### src/core/fsic_map.svh
`ifndef FSIC_MAP_SVH
`define FSIC_MAP_SVH

// Control bus offsets.
`define FSIC_ADDR_TSC     8'h04
`define FSIC_ADDR_THR     8'h05
`define FSIC_ADDR_CNT     8'h1A

// Transmit state control field positions.
`define FSIC_TM_LSB       0
`define FSIC_TM_MSB       2
`define FSIC_IC_LO        3
`define FSIC_IC_HI        4
`define FSIC_SMOOTH       5
`define FSIC_PARITY       6
`define FSIC_RSV          7

// Reset values.
`define FSIC_TSC_RESET    8'hA2
`define FSIC_THR_RESET    8'h00
`define FSIC_CNT_RESET    8'h00

// Symbol pair timing.
`define FSIC_CLK_NS       10
`define FSIC_PAIR_NS      80
`define FSIC_PAIR_CYC     (`FSIC_PAIR_NS / `FSIC_CLK_NS)

// Idle pair used to fill an empty stream while the smoother is on.
`define FSIC_IDLE_PAIR    10'h3FF

`endif

### src/core/fsic_pkg.sv
// Purpose: Types shared by the symbol injection control block.
// Assumes: Constants come from fsic_map.svh.
// Notes:   Enum order gives the injection control field encoding.
package fsic_pkg;

    typedef enum logic [1:0] {
        FSIC_INJ_NONE,
        FSIC_INJ_ONESHOT,
        FSIC_INJ_PERIODIC,
        FSIC_INJ_CONT
    } fsic_inj_e;

    typedef struct packed {
        logic       jk;
        logic [9:0] sym;
    } fsic_pair_s;

endpackage : fsic_pkg

### src/core/fsic_stream_if.sv
// Purpose: Valid/ready stream carrier between the block's own modules.
// Assumes: One clock domain.
// Notes:   src drives data, snk takes it.
interface fsic_stream_if #(
    parameter int W = 11
);
    logic [W-1:0] data;
    logic         valid;
    logic         ready;

    modport src (output data, output valid, input ready);
    modport snk (input data, input valid, output ready);
endinterface : fsic_stream_if

### src/core/fsic_fifo.sv
// Purpose: Request pair buffer between the MAC side and the pair-rate output.
// Assumes: Same clock on both sides.
// Notes:   Full and empty are exact; the reader stalls by holding ready low.
module fsic_fifo #(
    parameter int W     = 11,
    parameter int DEPTH = 32
) (
    // Clock and reset
    input  wire logic   clk,
    input  wire logic   rstn,
    // Streams
    fsic_stream_if.snk  wr,
    fsic_stream_if.src  rd,
    // Status
    output logic        full,
    output logic        empty
);
    localparam int AW = $clog2(DEPTH);

    logic [W-1:0] mem [DEPTH];
    logic [AW:0]  wptr_q;
    logic [AW:0]  rptr_q;

    wire do_wr = wr.valid && wr.ready;
    wire do_rd = rd.valid && rd.ready;

    assign full     = (wptr_q[AW] != rptr_q[AW]) && (wptr_q[AW-1:0] == rptr_q[AW-1:0]);
    assign empty    = (wptr_q == rptr_q);
    assign wr.ready = !full;
    assign rd.valid = !empty;
    assign rd.data  = mem[rptr_q[AW-1:0]];

    always_ff @(posedge clk) begin
        if (do_wr) begin
            mem[wptr_q[AW-1:0]] <= wr.data;
        end
    end

    always_ff @(posedge clk or negedge rstn) begin
        if (!rstn) begin
            wptr_q <= '0;
            rptr_q <= '0;
        end else begin
            if (do_wr) begin
                wptr_q <= wptr_q + 1'b1;
            end
            if (do_rd) begin
                rptr_q <= rptr_q + 1'b1;
            end
        end
    end

endmodule : fsic_fifo

### src/core/fsic_top.sv
// Purpose: Transmit symbol injection and transmit state control.
// Assumes: Request pairs and control bus come from logic on clk.
// Notes:   One output pair slot every symbol-pair period.
`include "fsic_map.svh"

module fsic_top
    import fsic_pkg::*;
#(
    parameter int DEPTH = 32
) (
    // Clock and reset
    input  wire logic       clk,
    input  wire logic       rstn,
    // Control bus
    input  wire logic [7:0] cb_addr,
    input  wire logic [7:0] cb_wdata,
    input  wire logic       cb_wr,
    input  wire logic       cb_rd,
    output logic      [7:0] cb_rdata,
    output logic            cb_write_reject,
    // Trigger copy in progress
    input  wire logic       trig_copy_busy,
    // Injection symbols in 5B code
    input  wire logic [4:0] inject_symbol_first,
    input  wire logic [4:0] inject_symbol_second,
    // MAC request pairs
    input  wire logic       req_valid,
    output logic            req_ready,
    input  wire logic [9:0] req_pair,
    input  wire logic       req_jk,
    input  wire logic       req_parity,
    // Transmit pairs
    output logic            tx_valid,
    output logic      [9:0] tx_pair,
    output logic            tx_injected,
    // Status and control levels
    output logic            parity_error,
    output logic            smoother_on,
    output logic            request_parity_on,
    output logic      [2:0] tx_mode
);

    ////////////////////////////////////////////////////////////////////////////
    // Control bus decode

    localparam logic [3:0] PAIR_LAST = 4'(`FSIC_PAIR_CYC - 1);

    logic [7:0] tsc_q;
    logic [7:0] tsc_d;
    logic [7:0] thr_q;
    logic [7:0] cnt_q;
    logic [7:0] cnt_d;
    logic       armed_q;
    logic       armed_d;
    logic [3:0] div_q;
    logic [7:0] rdata_q;
    logic       reject_q;
    logic       perr_q;
    logic       txv_q;
    logic [9:0] txp_q;
    logic       txi_q;

    wire sel_tsc   = (cb_addr == `FSIC_ADDR_TSC);
    wire sel_thr   = (cb_addr == `FSIC_ADDR_THR);
    wire sel_cnt   = (cb_addr == `FSIC_ADDR_CNT);
    wire tsc_wr_ok = cb_wr && sel_tsc && !trig_copy_busy;
    wire tsc_rej   = cb_wr && sel_tsc && trig_copy_busy;
    wire thr_wr    = cb_wr && sel_thr;

    wire [7:0] rd_mux = sel_tsc ? tsc_q :
                        sel_thr ? thr_q :
                        sel_cnt ? cnt_q :
                        8'h00;

    // The reserved bit is stored and read back but steers nothing.
    wire       [1:0] ic_bits = tsc_q[`FSIC_IC_HI:`FSIC_IC_LO];
    fsic_inj_e       mode;
    assign mode = fsic_inj_e'(ic_bits);
    assign smoother_on       = tsc_q[`FSIC_SMOOTH];
    assign request_parity_on = tsc_q[`FSIC_PARITY];
    assign tx_mode           = tsc_q[`FSIC_TM_MSB:`FSIC_TM_LSB];
    assign cb_rdata          = rdata_q;
    assign cb_write_reject   = reject_q;

    ////////////////////////////////////////////////////////////////////////////
    // Request buffer

    fsic_stream_if #(.W(11)) in_s ();
    fsic_stream_if #(.W(11)) out_s ();

    fsic_pair_s in_pair;
    fsic_pair_s head;

    assign in_pair.jk  = req_jk;
    assign in_pair.sym = req_pair;
    assign in_s.data   = in_pair;
    assign in_s.valid  = req_valid;
    assign req_ready   = in_s.ready;
    assign head        = out_s.data;

    fsic_fifo #(
        .W     (11),
        .DEPTH (DEPTH)
    ) u_fifo (
        .clk   (clk),
        .rstn  (rstn),
        .wr    (in_s),
        .rd    (out_s),
        .full  (),
        .empty ()
    );

    // Parity bit makes the eleven bits odd.
    wire req_take = req_valid && in_s.ready;
    wire perr_hit = req_take && request_parity_on && !(^{req_pair, req_parity});

    ////////////////////////////////////////////////////////////////////////////
    // Pair slot timing and source selection

    wire tick = (div_q == PAIR_LAST);

    // The buffer drains only at a pair slot, so back-pressure reaches the MAC.
    assign out_s.ready = tick;

    wire       from_fifo = out_s.valid;
    wire       have_pair = from_fifo || smoother_on;
    wire       pair_jk   = from_fifo && head.jk;
    wire [9:0] src_sym   = from_fifo ? head.sym : `FSIC_IDLE_PAIR;
    wire [9:0] inj_sym   = {inject_symbol_first, inject_symbol_second};

    ////////////////////////////////////////////////////////////////////////////
    // Injection counter

    wire       mode_cnt = (mode == FSIC_INJ_ONESHOT) ||
                          (mode == FSIC_INJ_PERIODIC);
    wire [7:0] cnt_eff  = pair_jk ? thr_q : cnt_q;
    wire       armed    = (mode == FSIC_INJ_PERIODIC) || armed_q ||
                          (pair_jk && mode == FSIC_INJ_ONESHOT);
    wire       hit      = tick && mode_cnt && armed && (cnt_eff == 8'h00);
    wire       do_inj   = tick && have_pair &&
                          ((mode == FSIC_INJ_CONT) || hit);
    wire       os_done  = do_inj && (mode == FSIC_INJ_ONESHOT);

    always_comb begin
        cnt_d = cnt_q;
        if (thr_wr) begin
            cnt_d = cb_wdata;
        end else if (tick && mode_cnt) begin
            cnt_d = (cnt_eff == 8'h00) ? thr_q : cnt_eff - 8'h01;
        end
    end

    always_comb begin
        armed_d = armed_q;
        if (mode != FSIC_INJ_ONESHOT) begin
            armed_d = 1'b0;
        end else if (tick) begin
            armed_d = armed && !os_done;
        end
    end

    // A host write in the completion cycle wins over the hardware clear.
    always_comb begin
        tsc_d = tsc_q;
        if (tsc_wr_ok) begin
            tsc_d = cb_wdata;
        end else if (os_done) begin
            tsc_d[`FSIC_IC_LO] = 1'b0;
        end
    end

    ////////////////////////////////////////////////////////////////////////////
    // Registers

    always_ff @(posedge clk or negedge rstn) begin
        if (!rstn) begin
            tsc_q   <= `FSIC_TSC_RESET;
            thr_q   <= `FSIC_THR_RESET;
            cnt_q   <= `FSIC_CNT_RESET;
            armed_q <= 1'b0;
            div_q   <= 4'h0;
        end else begin
            tsc_q   <= tsc_d;
            thr_q   <= thr_wr ? cb_wdata : thr_q;
            cnt_q   <= cnt_d;
            armed_q <= armed_d;
            div_q   <= tick ? 4'h0 : div_q + 4'h1;
        end
    end

    always_ff @(posedge clk or negedge rstn) begin
        if (!rstn) begin
            rdata_q  <= 8'h00;
            reject_q <= 1'b0;
            perr_q   <= 1'b0;
        end else begin
            rdata_q  <= cb_rd ? rd_mux : rdata_q;
            reject_q <= tsc_rej;
            perr_q   <= perr_hit;
        end
    end

    always_ff @(posedge clk or negedge rstn) begin
        if (!rstn) begin
            txv_q <= 1'b0;
            txp_q <= 10'h000;
            txi_q <= 1'b0;
        end else begin
            txv_q <= tick && have_pair;
            if (tick && have_pair) begin
                txp_q <= do_inj ? inj_sym : src_sym;
                txi_q <= do_inj;
            end
        end
    end

    assign parity_error = perr_q;
    assign tx_valid     = txv_q;
    assign tx_pair      = txp_q;
    assign tx_injected  = txi_q;
endmodule : fsic_top

### config.mk
export PLATFORM = sky130hd
export DESIGN_NAME = fsic_top
export DESIGN_NICKNAME = d
export VERILOG_FILES = /design/src/core/fsic_pkg.sv /design/src/core/fsic_stream_if.sv /design/src/core/fsic_fifo.sv /design/src/core/fsic_top.sv
export VERILOG_INCLUDE_DIRS = /design/src /design/src/core
export SDC_FILE = /design/constraint.sdc
export NUM_CORES = 1
export LEC_CHECK = 0
export BUFFER_PORTS_ARGS = -buffer_cell sky130_fd_sc_hd__buf_2
export CORE_MARGIN = 2
export CORE_UTILIZATION = 60
export CTS_BUF_LIST = sky130_fd_sc_hd__clkbuf_4
export DETAILED_ROUTE_END_ITERATION = 12
export PLACE_DENSITY = 0.78
export SYNTH_ARGS = -nofsm -noshare
export SYNTH_HDL_FRONTEND = slang
export SYNTH_SLANG_ARGS = --single-unit
### constraint.sdc
create_clock -name clk -period 4.65 [get_ports clk]
set_input_delay 0.93 -clock clk [delete_from_list [all_inputs] [get_ports clk]]
set_output_delay 0.93 -clock clk [all_outputs]
set_load 0.01 [all_outputs]
---- After elaboration in Yosys (flattened, before gate mapping) ----
Memories as Yosys holds them, arrays and structs flattened.
Cells that the tools add are included.
cells by class
  bitwise gates (word level) .............. 0
  divide/modulo/power cells ............... 0
  magnitude comparators ................... 0
  reduce and logical (&&, ||, !) cells .... 33
  shift-type cells ........................ 0
  multipliers ............................. 0
  multiplexer cells ....................... 16
  equality and inequality tests ........... 11
  add/subtract/negate cells ............... 4
operators by type and width
  operator                                                number
  2-to-1 mux 8 bit                                        7
  2-to-1 mux 10 bit                                       2
  logical AND 1 bit                                       18
  equality test 8 x 3 -> 1 bit (second input constant)    2
  adder 6 x 1 -> 6 bit (second input constant)            2
  XOR reduction 11 bit                                    1
  equality test 8 x 5 -> 1 bit (second input constant)    1
  logical NOT 8 bit                                       1
  subtractor 8 x 1 -> 8 bit (second input constant)       1
  equality test 6 bit                                     1
  2-to-1 mux 1 bit                                        6
  nonzero test 2 bit                                      3
  equality test 5 bit                                     1
  logical NOT 1 bit                                       5
  logical OR 1 bit                                        5
  adder 4 x 1 -> 4 bit (second input constant)            1
  equality test 2 bit (second input constant)             2
  equality test 4 x 3 -> 1 bit (second input constant)    1
  2-to-1 mux 4 bit                                        1
  equality test 2 x 1 -> 1 bit (second input constant)    1
  inequality test 2 x 1 -> 1 bit (second input constant)  1
  inequality test 1 bit                                   1
word-level totals
  logic and storage cells ................. 79
  input port bits ......................... 44
  memories ................................ 1
  memory bits (writable) .................. 352
  flip-flop bits (word level) ............. 63
  output and inout port bits .............. 28
  ROM bits ................................ 0
  bits in latches ......................... 0
memory list
  name        words  bits a word  read ports  clocked after memory_dff  wr ports  RTL line         text
  u_fifo.mem  32     11           1           0                         1         fsic_fifo.sv:20  logic [W-1:0] mem [DEPTH];

---- Depth between registers and ports, before layout ----
Gate-level depths: netlist (run 1).
  depth after elaboration ................. 14
  gate-level depth with buffers ........... 18
  gate-level depth less buffers ........... 13

---- Hierarchy ----
From an unflattened synthesis (run 1), not the netlist that was laid out.
unflattened totals
  cell total of the unflattened synthesis .. 1,137
  area total of the unflattened synthesis .. 17,375.4 um^2
by module, submodules not included
  module     area an instance (um^2)  sequential area each (um^2)  cells an instance  instances
  fsic_fifo  14,423.8                 10,870.4                     843                1
  fsic_top   2,951.6                  1,280.0                      294                1

---- Worst setup path before layout (run 1) ----
OpenSTA, ideal clock, no wires.
  path kind ............................... reg2reg
  start ................................... register u_fifo.rptr_q[0]
  end ..................................... register txp_q[9], in the netlist tx_pair[9]
  setup time .............................. 0.094 ns
  data required time ...................... 4.556 ns
  cell stages (with the launch flop) ...... 18
  buffers on the path ..................... 4
  path slack .............................. 1.136 ns
  period minus slack after synthesis ...... 3.514 ns
  arrival ................................. 3.420 ns
  cells stage by stage .................... dfrtp_1 buf_6 mux4_2 and3_1 nor3_1 nor4_2 buf_2 buf_4 mux2i_1 ha_1 nand2b_1 nor4_2 nand4b_1 o2bb2ai_1 o31a_1 buf_2 nor2_1 a211oi_1
on the way
  cells in the longest elaborated chain, start to end .. 10
  elaborated cells between the ends (all ways) .. 16
  classes of those cells .................. 1 x eq/ne; 3 x mux; 11 x reduce/logical; 1 x memory
ends and longest elaborated chain
  element                                                        RTL line         text
  start: declaration                                             fsic_fifo.sv:22  logic [AW:0] rptr_q;
  start signal: assignment                                       fsic_fifo.sv:48  rptr_q <= rptr_q + 1'b1;
  branches (longest 10 deep; another with memory (32 x 11 bit))  --
  end signal: assignment                                         fsic_top.sv:211  txp_q <= do_inj ? inj_sym : src_sym;
  end: declaration                                               fsic_top.sv:60   logic [9:0] txp_q;
Parallel ways; which one is timed is not known.
A chain may end at the register's enable or synchronous reset.

---- Worst setup path after layout (run 1) ----
Ends and elaborated chain as after synthesis.

==> results of run 1 <==
[worst max path at each step]
stage	from	to	slack, ps
2_1_floorplan	u_fifo.rptr_q[0]	tx_pair[9]	1140
3_3_place_gp	u_fifo.rptr_q[0]	tsc_q[3]	830
3_5_place_dp	u_fifo.rptr_q[0]	tx_pair[4]	640
4_1_cts	u_fifo.rptr_q[0]	tx_pair[4]	630
5_1_grt	u_fifo.rptr_q[0]	tx_pair[4]	290
6_report	u_fifo.rptr_q[0]	tx_pair[9]	630
[power by group]
| part | leakage (uW) | switching (uW) | internal (uW) | total [uW] |
|---|---|---|---|---|
| combinational | 0.00198 | 1610 | 1420 | 3020 |
| sequential | 0.00397 | 298 | 4350 | 4650 |
| clock | 0.000759 | 1410 | 1470 | 2880 |
| total | 0.00670 | 3310 | 7230 | 10500 |
[synth_stat cells (all sizes together), types with 3 or more instances]
| cell | count | area (sq um) |
|---|---|---|
| nand2b | 5 | 31.3 |
| nand3 | 18 | 90.1 |
| mux4 | 103 | 2320 |
| and3 | 6 | 37.5 |
| nand3b | 5 | 37.5 |
| a211oi | 12 | 130 |
| nor3 | 12 | 70.1 |
| dfrtp | 60 | 1500 |
| mux2 | 10 | 113 |
| nand4 | 4 | 25.0 |
| inv | 10 | 37.5 |
| dfstp | 3 | 78.8 |
| o21ai | 18 | 90.1 |
| nor4 | 6 | 50.0 |
| nor2b | 5 | 31.3 |
| and2 | 4 | 25.0 |
| a21oi | 15 | 75.1 |
| buf | 31 | 180 |
| mux2i | 15 | 150 |
| a22oi | 9 | 67.6 |
| xnor2 | 24 | 210 |
| o211ai | 4 | 30.0 |
| ha | 11 | 138 |
| clkbuf | 24 | 90.1 |
| edfxtp | 352 | 10600 |
| a222oi | 8 | 80.1 |
| or3 | 5 | 31.3 |
| xor2 | 5 | 43.8 |
| nand2 | 63 | 236 |
| nor2 | 89 | 334 |
[flip-flops by register name, summed over array words and instances, names as in the netlist]
name / count
u_fifo.mem: 352
tx_pair: 10
cb_rdata: 8
cnt_q: 8
thr_q: 8
tsc_q: 8
u_fifo.rptr_q: 6
u_fifo.wptr_q: 6
div_q: 4
armed_q: 1
cb_write_reject: 1
parity_error: 1
tx_injected: 1
tx_valid: 1
[through the flow]
step / util / cell area [sq um]
final: 0.685 / 19100
after global routing: 0.685 / 19100
after floorplan: - / 17200
after CTS: 0.685 / 19100
after global placement: 0.640 / 17900
after detailed placement: 0.640 / 17900
[logic make-up (layout without fill, tap and decap cells)]
kind of cell,after synthesis,after routing
flops,415,415
simple gates,232,232
mux,128,128
compound gates,86,86
buf+inv,65,280
xor+xnor,29,29
fa+ha+maj,11,11
other cells,0,1
[cell type report]
cell class | instances | area, sq um | share of cell area
well taps | 378 | 473 | 0.0247
clock inverters | 33 | 163 | 0.00850
flip-flops and latches | 415 | 12200 | 0.635
clock buffers | 147 | 1100 | 0.0577
multi-input cells | 486 | 4710 | 0.246
inverters | 10 | 37.5 | 0.00196
repair buffers | 90 | 498 | 0.0260
diodes | 1 | 2.50 | 0.000131
[per-layer routing]
metal / up-vias / global-route usage / part of all wire
li1: 4187 / - / -
met1: 4859 / 0.363 / 0.41
met2: 567 / 0.371 / 0.46
met3: 62 / 0.0695 / 0.11
met4: 0 / 0.0780 / 0.023
met5: - / 0 / 0
==> results_dict.tcl, run 1 <==
set metrics [dict create \
    status "completed" \
    die-area_sq_um 30000 \
    cts_root_buf "clkbuf_4" \
    initial_core_util 0.614 \
    synthToLayoutAreaGrowth_pct 11.6 \
    post-cts-setup-buffers 0 \
    synth_xor_area_frac 0.0148 \
    grt_max_degree 41 \
    die_h_um 173 \
    startpoint_type "flip-flop" \
    min_period_ps 4020 \
    wl_per_cell_um 23.5 \
    worstReg2RegEnd "tx_pair[9]" \
    yosys.area_share.adder 0.00802 \
    portBuffers 71 \
    skew_ps 45.9 \
    drt_iter0_markers 1147 \
    drive_gt1_frac 0.324 \
    rsz0062_at_grt "false" \
    worstPathMaxFanout 25 \
    die_x_um 173 \
    place_inst 1379 \
    setup-violations-final 0 \
    crit_required_ps 5280 \
    yosysSeqAreaShare 0.708 \
    cts_resized 0 \
    slew_violations 0 \
    criticalPathCategory "reg -> reg" \
    cts_tree "yes" \
    vias 9675 \
    max-vdd-ir-drop_v 0.000242 \
    relSlewSlack 0.170 \
    fin_crit_sh 0.864 \
    maxCapViolCount 0 \
    power.leakage_uw 0.00670 \
    place_ws_ps 635 \
    syn-cell-area_sq_um 17200 \
    crit_cells 14 \
    synthMuxAreaShare 0.151 \
    cpPeakStageDelay_ps 720 \
    grt_overflow 0 \
    num_rows 61 \
    cp_slowest_cell "dfrtp_4" \
    tightest_slew_ps 1240 \
    r2r_setup_slack_ps 630 \
    coreArea_sq_um 27900 \
    path_buf_inv 1 \
    cts_sinks 415 \
    layout_common_cells "edfxtp_1, clkbuf_4, mux4_2, nor2_1, buf_2" \
    yosys_warnings 0 \
    p_per_area_nw_per_um2 551 \
    dp_hpwl_mm 23.1 \
    stdcell_count 1560 \
    nNetsFinal 1158 \
    end_kind "flip-flop" \
    grt_pass1_wl_mm 55.9 \
    hold_slack_ps 228 \
    grt_pass1_vias 9563 \
    fillCellCount 1827 \
    antenna_found_initial 1 \
    crit_family "simple AND/OR/NAND/NOR gates" \
    p_total_uw 10500 \
    synth_top_family_by_area "multiplexers" \
    place.gp.congestion 0.909 \
    cp_cell_sequence "mux4_2, and3_1, nor3_1, nor4_4, mux2i_1, ha_1, nand2b_1, nor4_2, nand4b_1, o2bb2ai_1, o31a_1, buf_4, nor2_1, a211oi_1" \
    ys_seq_elements 415 \
    first_pass_iters 8 \
    synthFlopType "edfxtp_1" \
    synthArstFlopShare 0.152 \
    antenna_left 0 \
    ys_types 60 \
    avgSynthCellArea_sq_um 17.8 \
    reg2regPathDepth 14 \
    wl_mm 36.6 \
    numCtsBuffers 100 \
    grt_use_total 0.248 \
    io_pins 72 \
    fin_tns_setup_ps 0 \
    synth-simple-area-share 0.0632 \
    clk_latency_ps 750 \
    drc_errors 0 \
    synth_compound_area_frac 0.0373 \
    clk_path_buf_depth 3 \
    cts_hold_buf 0 \
    rr_startpoint "u_fifo.rptr_q[0]" \
    cts_htree_levels 3 \
    avgViaCountPerCell 6.20 \
    fmax_ghz 0.249 \
    clk_pin_slew_ps 70 \
    hold_violations 0 \
    syn_nets 1021 \
    setup_slack_ps 632 \
    synth_edf_count 352 \
    final_common_cell "edfxtp_1" \
    arrival_ps 4650 \
    hold_path.class "in -> async" \
    netlist_instances 966 \
]
Power figures use the tool's default switching activity.
==> run 2, diff against run 1 <==
Settings changed: CAP_MARGIN from default to 10, CORE_MARGIN 2 to default, CORE_UTILIZATION 60 to 55, PLACE_DENSITY 0.78 to 0.72.
==> results_dict.tcl, run 2 (synthesis results as in run 1) <==
set metrics [dict create \
    status "completed" \
    cts_tree "yes" \
    layout_common_cells "edfxtp_1, clkbuf_4, mux4_2, nor2_1, buf_2" \
    synthToLayoutAreaGrowth_pct 12.6 \
    min_period_ps 4220 \
    num_rows 64 \
    switching_power_uw 3270 \
    end_kind "flip-flop" \
    die_h_um 179 \
    coreArea_sq_um 30700 \
    met1_usage 0.352 \
    cts_root_buf "clkbuf_4" \
    numCtsBuffers 101 \
    wl_per_cell_um 23.2 \
    io_pins 72 \
    clk_pin_slew_ps 70 \
    power.leakage_uw 0.00681 \
    tightest_slew_ps 1020 \
    hold_path.class "in -> async" \
    met2_usage 0.355 \
    cts_resized 0 \
    crit_required_ps 5240 \
    final_common_cell "edfxtp_1" \
    seqPwrFrac 0.441 \
    busiest_layer "met2" \
    antenna_left 0 \
    antenna_found_initial 1 \
    fmax_ghz 0.237 \
    cts_htree_levels 3 \
    startpoint_type "flip-flop" \
    first_pass_iters 5 \
    die_x_um 179 \
    criticalPathCategory "reg -> reg" \
    clockPowerShare 0.265 \
    relSlewSlack 0.314 \
    grt_use_total 0.240 \
    vias 9555 \
    drive_gt1_frac 0.334 \
    die-area_sq_um 31900 \
    portBuffers 71 \
    drc_errors 0 \
    arrival_ps 4820 \
    grt_use_met3 0.0524 \
    worstPathMaxFanout 21 \
    place_ws_ps 228 \
    grt_max_degree 43 \
    slew_violations 0 \
    setup-violations-final 0 \
    place.gp.congestion 0.957 \
    grt_pass1_vias 9319 \
    initial_core_util 0.559 \
    largest_register_ff_count 352 \
    fin_crit_sh 0.908 \
    cts_hold_buf 0 \
    clk_path_buf_depth 3 \
    dp_hpwl_mm 23.7 \
    setup_slack_ps 426 \
    p_per_area_nw_per_um2 540 \
    drt_iter0_markers 933 \
    p_sw_frac 0.313 \
    hold_violations 0 \
    grt_overflow 0 \
    p_total_uw 10400 \
    clk_latency_ps 750 \
    fin_tns_setup_ps 0 \
    p_int_uw 7170 \
    post-cts-setup-buffers 0 \
    pwr-share-comb 0.294 \
    grt_pass1_wl_mm 54.7 \
    skew_ps 44.9 \
    rsz0062_at_grt "false" \
    wl_mm 37.1 \
    max-vdd-ir-drop_v 0.000208 \
    maxCapViolCount 0 \
    avgViaCountPerCell 5.97 \
    nNetsFinal 1190 \
    cts_sinks 415 \
]
[run 2: cell types whose count changed in the layout (fill, tap and decap cells not counted), sizes merged]
cell | before | now
clkinv | 28 | 26
clkinvlp | 1 | 3
buf | 90 | 121
clkbuf | 147 | 138
[run 2: critical path, cell delays in order, from the launching register on]
cell and delay [ps]:
dfrtp_4 620, mux4_2 390, and3_1 210, nor3_1 100, nor4_4 580, mux2i_1 330, ha_1 200, nand2b_1 100
nor4_2 380, nand4b_1 160, o2bb2ai_1 180, o31a_1 410, or2_4 320, a41oi_1 130
[run 2: area by class of cell]
type	instances	area, sq um
clock inverters	33	155
multi-input cells	486	4710
flip-flops and latches	415	12200
well taps	396	495
repair buffers	121	731
clock buffers	138	1040
diodes	1	2.50
fillers	2243	11300
inverters	10	37.5
[run 2: final timing paths]
kind | from | end | slack (ps) | cells after the start
setup / recovery | u_fifo.rptr_q[0] | tsc_q[3] | 430 | 13
hold / removal | rstn | tsc_q[4] | 330 | 1
setup reg to reg | u_fifo.rptr_q[0] | tsc_q[3] | 430 | 13
hold reg to reg | div_q[0] | div_q[0] | 480 | 1
max in group asynchronous | rstn | tsc_q[7] | 3430 | 2
min in group clk | cb_wdata[0] | thr_q[0] | 400 | 3
[run 2: power groups by stage]
stage	Combinational, uW	Sequential (uW)	Clock (uW)
after global placement	3030	4660	0
after floorplan	2330	4540	0
after detailed placement	3080	4680	0
after CTS	3090	4590	2850
after global routing	3310	4630	3020
final	3070	4600	2770
[run 2: routing by layer]
metal  up-vias  part of all wire
met5         -                 0
met4         0             0.022
met3        58             0.081
met2       445              0.46
met1      4822              0.44
li1       4230                 -
[run 2: metrics by stage]
stage	area (sq um)	utilization	hold WS [ps]	std cells
after floorplan	17200	-	433	966
after detailed placement	18100	0.591	476	1428
after global placement	18100	0.591	453	1428
after global routing	19300	0.630	374	1600
final	19300	0.630	330	1600
after CTS	19300	0.630	319	1599
==> run 3, diff against run 2 <==
Settings changed: ABC_AREA from default to 1.
==> results_dict.tcl, run 3 <==
set metrics [dict create \
    synth-simple-area-share 0.144 \
    syn_nets 1563 \
    grt_overflow 0 \
    cpPeakStageDelay_ps 630 \
    clk_pin_slew_ps 70 \
    status "completed" \
    yosys.area_share.adder 0.00785 \
    cts_hold_buf 0 \
    grt_pass1_vias 11900 \
    antenna_left 0 \
    numCtsBuffers 102 \
    synth_common_cells "edfxtp_1, nor2_1, nand2_1" \
    clockPowerShare 0.295 \
    layout_common_cells "edfxtp_1, nor2_1, nand2_1, o21ai_0, clkbuf_4" \
    fin_tns_setup_ps 0 \
    synthMuxAreaShare 0 \
    fmax_ghz 0.263 \
    io_pins 72 \
    hold_path.class "in -> async" \
    drc_errors 0 \
    maxCapViolCount 0 \
    min_period_ps 3800 \
    end_kind "flip-flop" \
    startpoint_type "flip-flop" \
    skew_ps 58.0 \
    p_sw_frac 0.341 \
    tightest_slew_ps 1160 \
    clk_latency_ps 810 \
    synth_compound_area_frac 0.103 \
    yosys-top-cells-area "edfxtp_1, dfrtp_1, o21ai_0" \
    pwr-share-comb 0.266 \
    initial_core_util 0.566 \
    yosysMostFrequentCell "edfxtp_1" \
    cts_root_buf "clkbuf_4" \
    criticalPathCategory "reg -> reg" \
    max-vdd-ir-drop_v 0.000387 \
    hold_violations 0 \
    ys_types 40 \
    setup-violations-final 0 \
    portBuffers 71 \
    synth_top_area_share 0.603 \
    final_core_util 0.635 \
    synth_top_family_by_area "simple AND/OR/NAND/NOR gates" \
    crit_family "simple AND/OR/NAND/NOR gates" \
    synthFlopType "edfxtp_1" \
    synth_edf_count 352 \
    arrival_ps 4430 \
    syn-cell-area_sq_um 17500 \
    avgViaCountPerCell 5.79 \
    die-area_sq_um 32600 \
    yosysSeqAreaShare 0.693 \
    avgSynthCellArea_sq_um 11.6 \
    fin_crit_sh 0.816 \
    crit_required_ps 5280 \
    post-cts-setup-buffers 0 \
    dp_hpwl_mm 25.8 \
    largest_register_ff_count 352 \
    nNetsFinal 1698 \
    drt_iter0_markers 1313 \
    grt_pass1_wl_mm 66.0 \
    wl_mm 43.0 \
    die_h_um 181 \
    grt_max_degree 179 \
    seqPwrFrac 0.438 \
    cp_slowest_cell "inv_4" \
    die_x_um 181 \
    power.leakage_uw 0.00740 \
    worstPathMaxFanout 87 \
    switching_power_uw 3520 \
    clk_path_buf_depth 3 \
    rsz0062_at_grt "false" \
    vias 12300 \
    path_buf_inv 1 \
    num_rows 64 \
    yosys_warnings 0 \
    p_per_area_nw_per_um2 524 \
    synthArstFlopShare 0.152 \
    coreArea_sq_um 31000 \
    netlist_instances 1508 \
    cts_sinks 415 \
    final_common_cell "edfxtp_1" \
    cts_resized 0 \
    slew_violations 0 \
    synth_largest_area_cell "edfxtp_1" \
    place.gp.congestion 0.931 \
    p_int_uw 6790 \
    cts_htree_levels 3 \
    first_pass_iters 6 \
    antenna_found_initial 1 \
    wl_per_cell_um 20.3 \
    relSlewSlack 0.229 \
    synthToLayoutAreaGrowth_pct 12.3 \
    grt_use_total 0.267 \
    cp_common_cell "nand2_1" \
    cts_tree "yes" \
    drive_gt1_frac 0.188 \
    synth_xor_area_frac 0.0125 \
    cp_cell_sequence "inv_4, nand2_1, nand2_1, nand2_1, a21oi_1, nor2_2, nand2_2, nand3_4, o21ai_0, ha_1, nand2_1, nor2_4, nand2_1, nand2_2, o21ai_0, nand3_1, nand3_1" \
    ys_seq_elements 415 \
]
-- run 3: cell types whose count changed after synthesis, sizes merged, moves of 12 or more --
| cell | previous run | this run |
|---|---|---|
| o21ai | 18 | 196 |
| nand2 | 63 | 220 |
| nor2 | 89 | 220 |
| mux4 | 103 | 0 |
| nand3 | 18 | 109 |
| inv | 10 | 75 |
| o22ai | 1 | 55 |
| clkbuf | 24 | 63 |
| o221ai | 0 | 34 |
| mux2i | 15 | 0 |
| xnor2 | 24 | 10 |
| a211oi | 12 | 0 |
-- run 3: final cells by class --
type                    count  area (sq um)
clock buffers             151          1130
diodes                      2          5.00
multi-input cells         931          4690
inverters                  78           295
flip-flops and latches    415         12200
well taps                 396           495
clock inverters            32           203
fillers                  2398         11300
repair buffers            115           698
-- run 3: power by group through the flow --
| stage | combinational (uW) | clock (uW) | sequential, uW |
|---|---|---|---|
| 2_1_floorplan | 1810 | 0 | 4560 |
| 3_3_place_gp | 2670 | 0 | 4580 |
| 3_5_place_dp | 2700 | 0 | 4590 |
| 4_1_cts | 2710 | 3110 | 4510 |
| 5_1_grt | 2990 | 3290 | 4540 |
| 6_report | 2740 | 3040 | 4520 |
-- run 3: worst reg2reg max path, cell delays in order (launching register included) --
cell	delay [ps]
dfrtp_4	500
inv_4	630
nand2_1	140
nand2_1	100
nand2_1	50
a21oi_1	260
nor2_2	60
nand2_2	180
nand3_4	200
o21ai_0	380
ha_1	260
nand2_1	100
nor2_4	140
nand2_1	180
nand2_2	180
o21ai_0	120
nand3_1	90
nand3_1	90
-- run 3: worst paths after layout --
kind,from,end,slack (ps),cells past startpoint
setup / recovery,u_fifo.rptr_q[0],cnt_q[2],850,17
hold / removal,rstn,u_fifo.wptr_q[4],190,1
setup reg to reg,u_fifo.rptr_q[0],cnt_q[2],850,17
hold reg to reg,div_q[0],div_q[0],460,1
max in group asynchronous,rstn,tsc_q[1],3500,2
min in group clk,cb_wdata[5],tsc_q[5],380,3
-- run 3: metal layers --
layer | up-vias | GRT usage | part of all wire
met1 | 5878 | 0.369 | 0.42
met3 | 59 | 0.0558 | 0.092
met2 | 610 | 0.417 | 0.47
met4 | 0 | 0.101 | 0.019
li1 | 5725 | - | -
met5 | - | 0 | 0
-- run 3: cells by family after synthesis --
kind of cell,after synthesis
xor+xnor,25
fa+ha+maj,11
flops,415
simple gates,581
compound gates,314
buf+inv,162
-- run 3: per-stage QoR --
step           total power, uW  hold WS (ps)  instances  setup WS [ps]  cell area, sq um
2_1_floorplan             6370           433       1508           1890             17500
3_3_place_gp              7250           449       1935           1050             18300
3_5_place_dp              7290           451       1935            933             18300
4_1_cts                  10300           142       2118            899             19700
5_1_grt                  10800           185       2120            508             19700
6_report                 10300           187       2120            853             19700
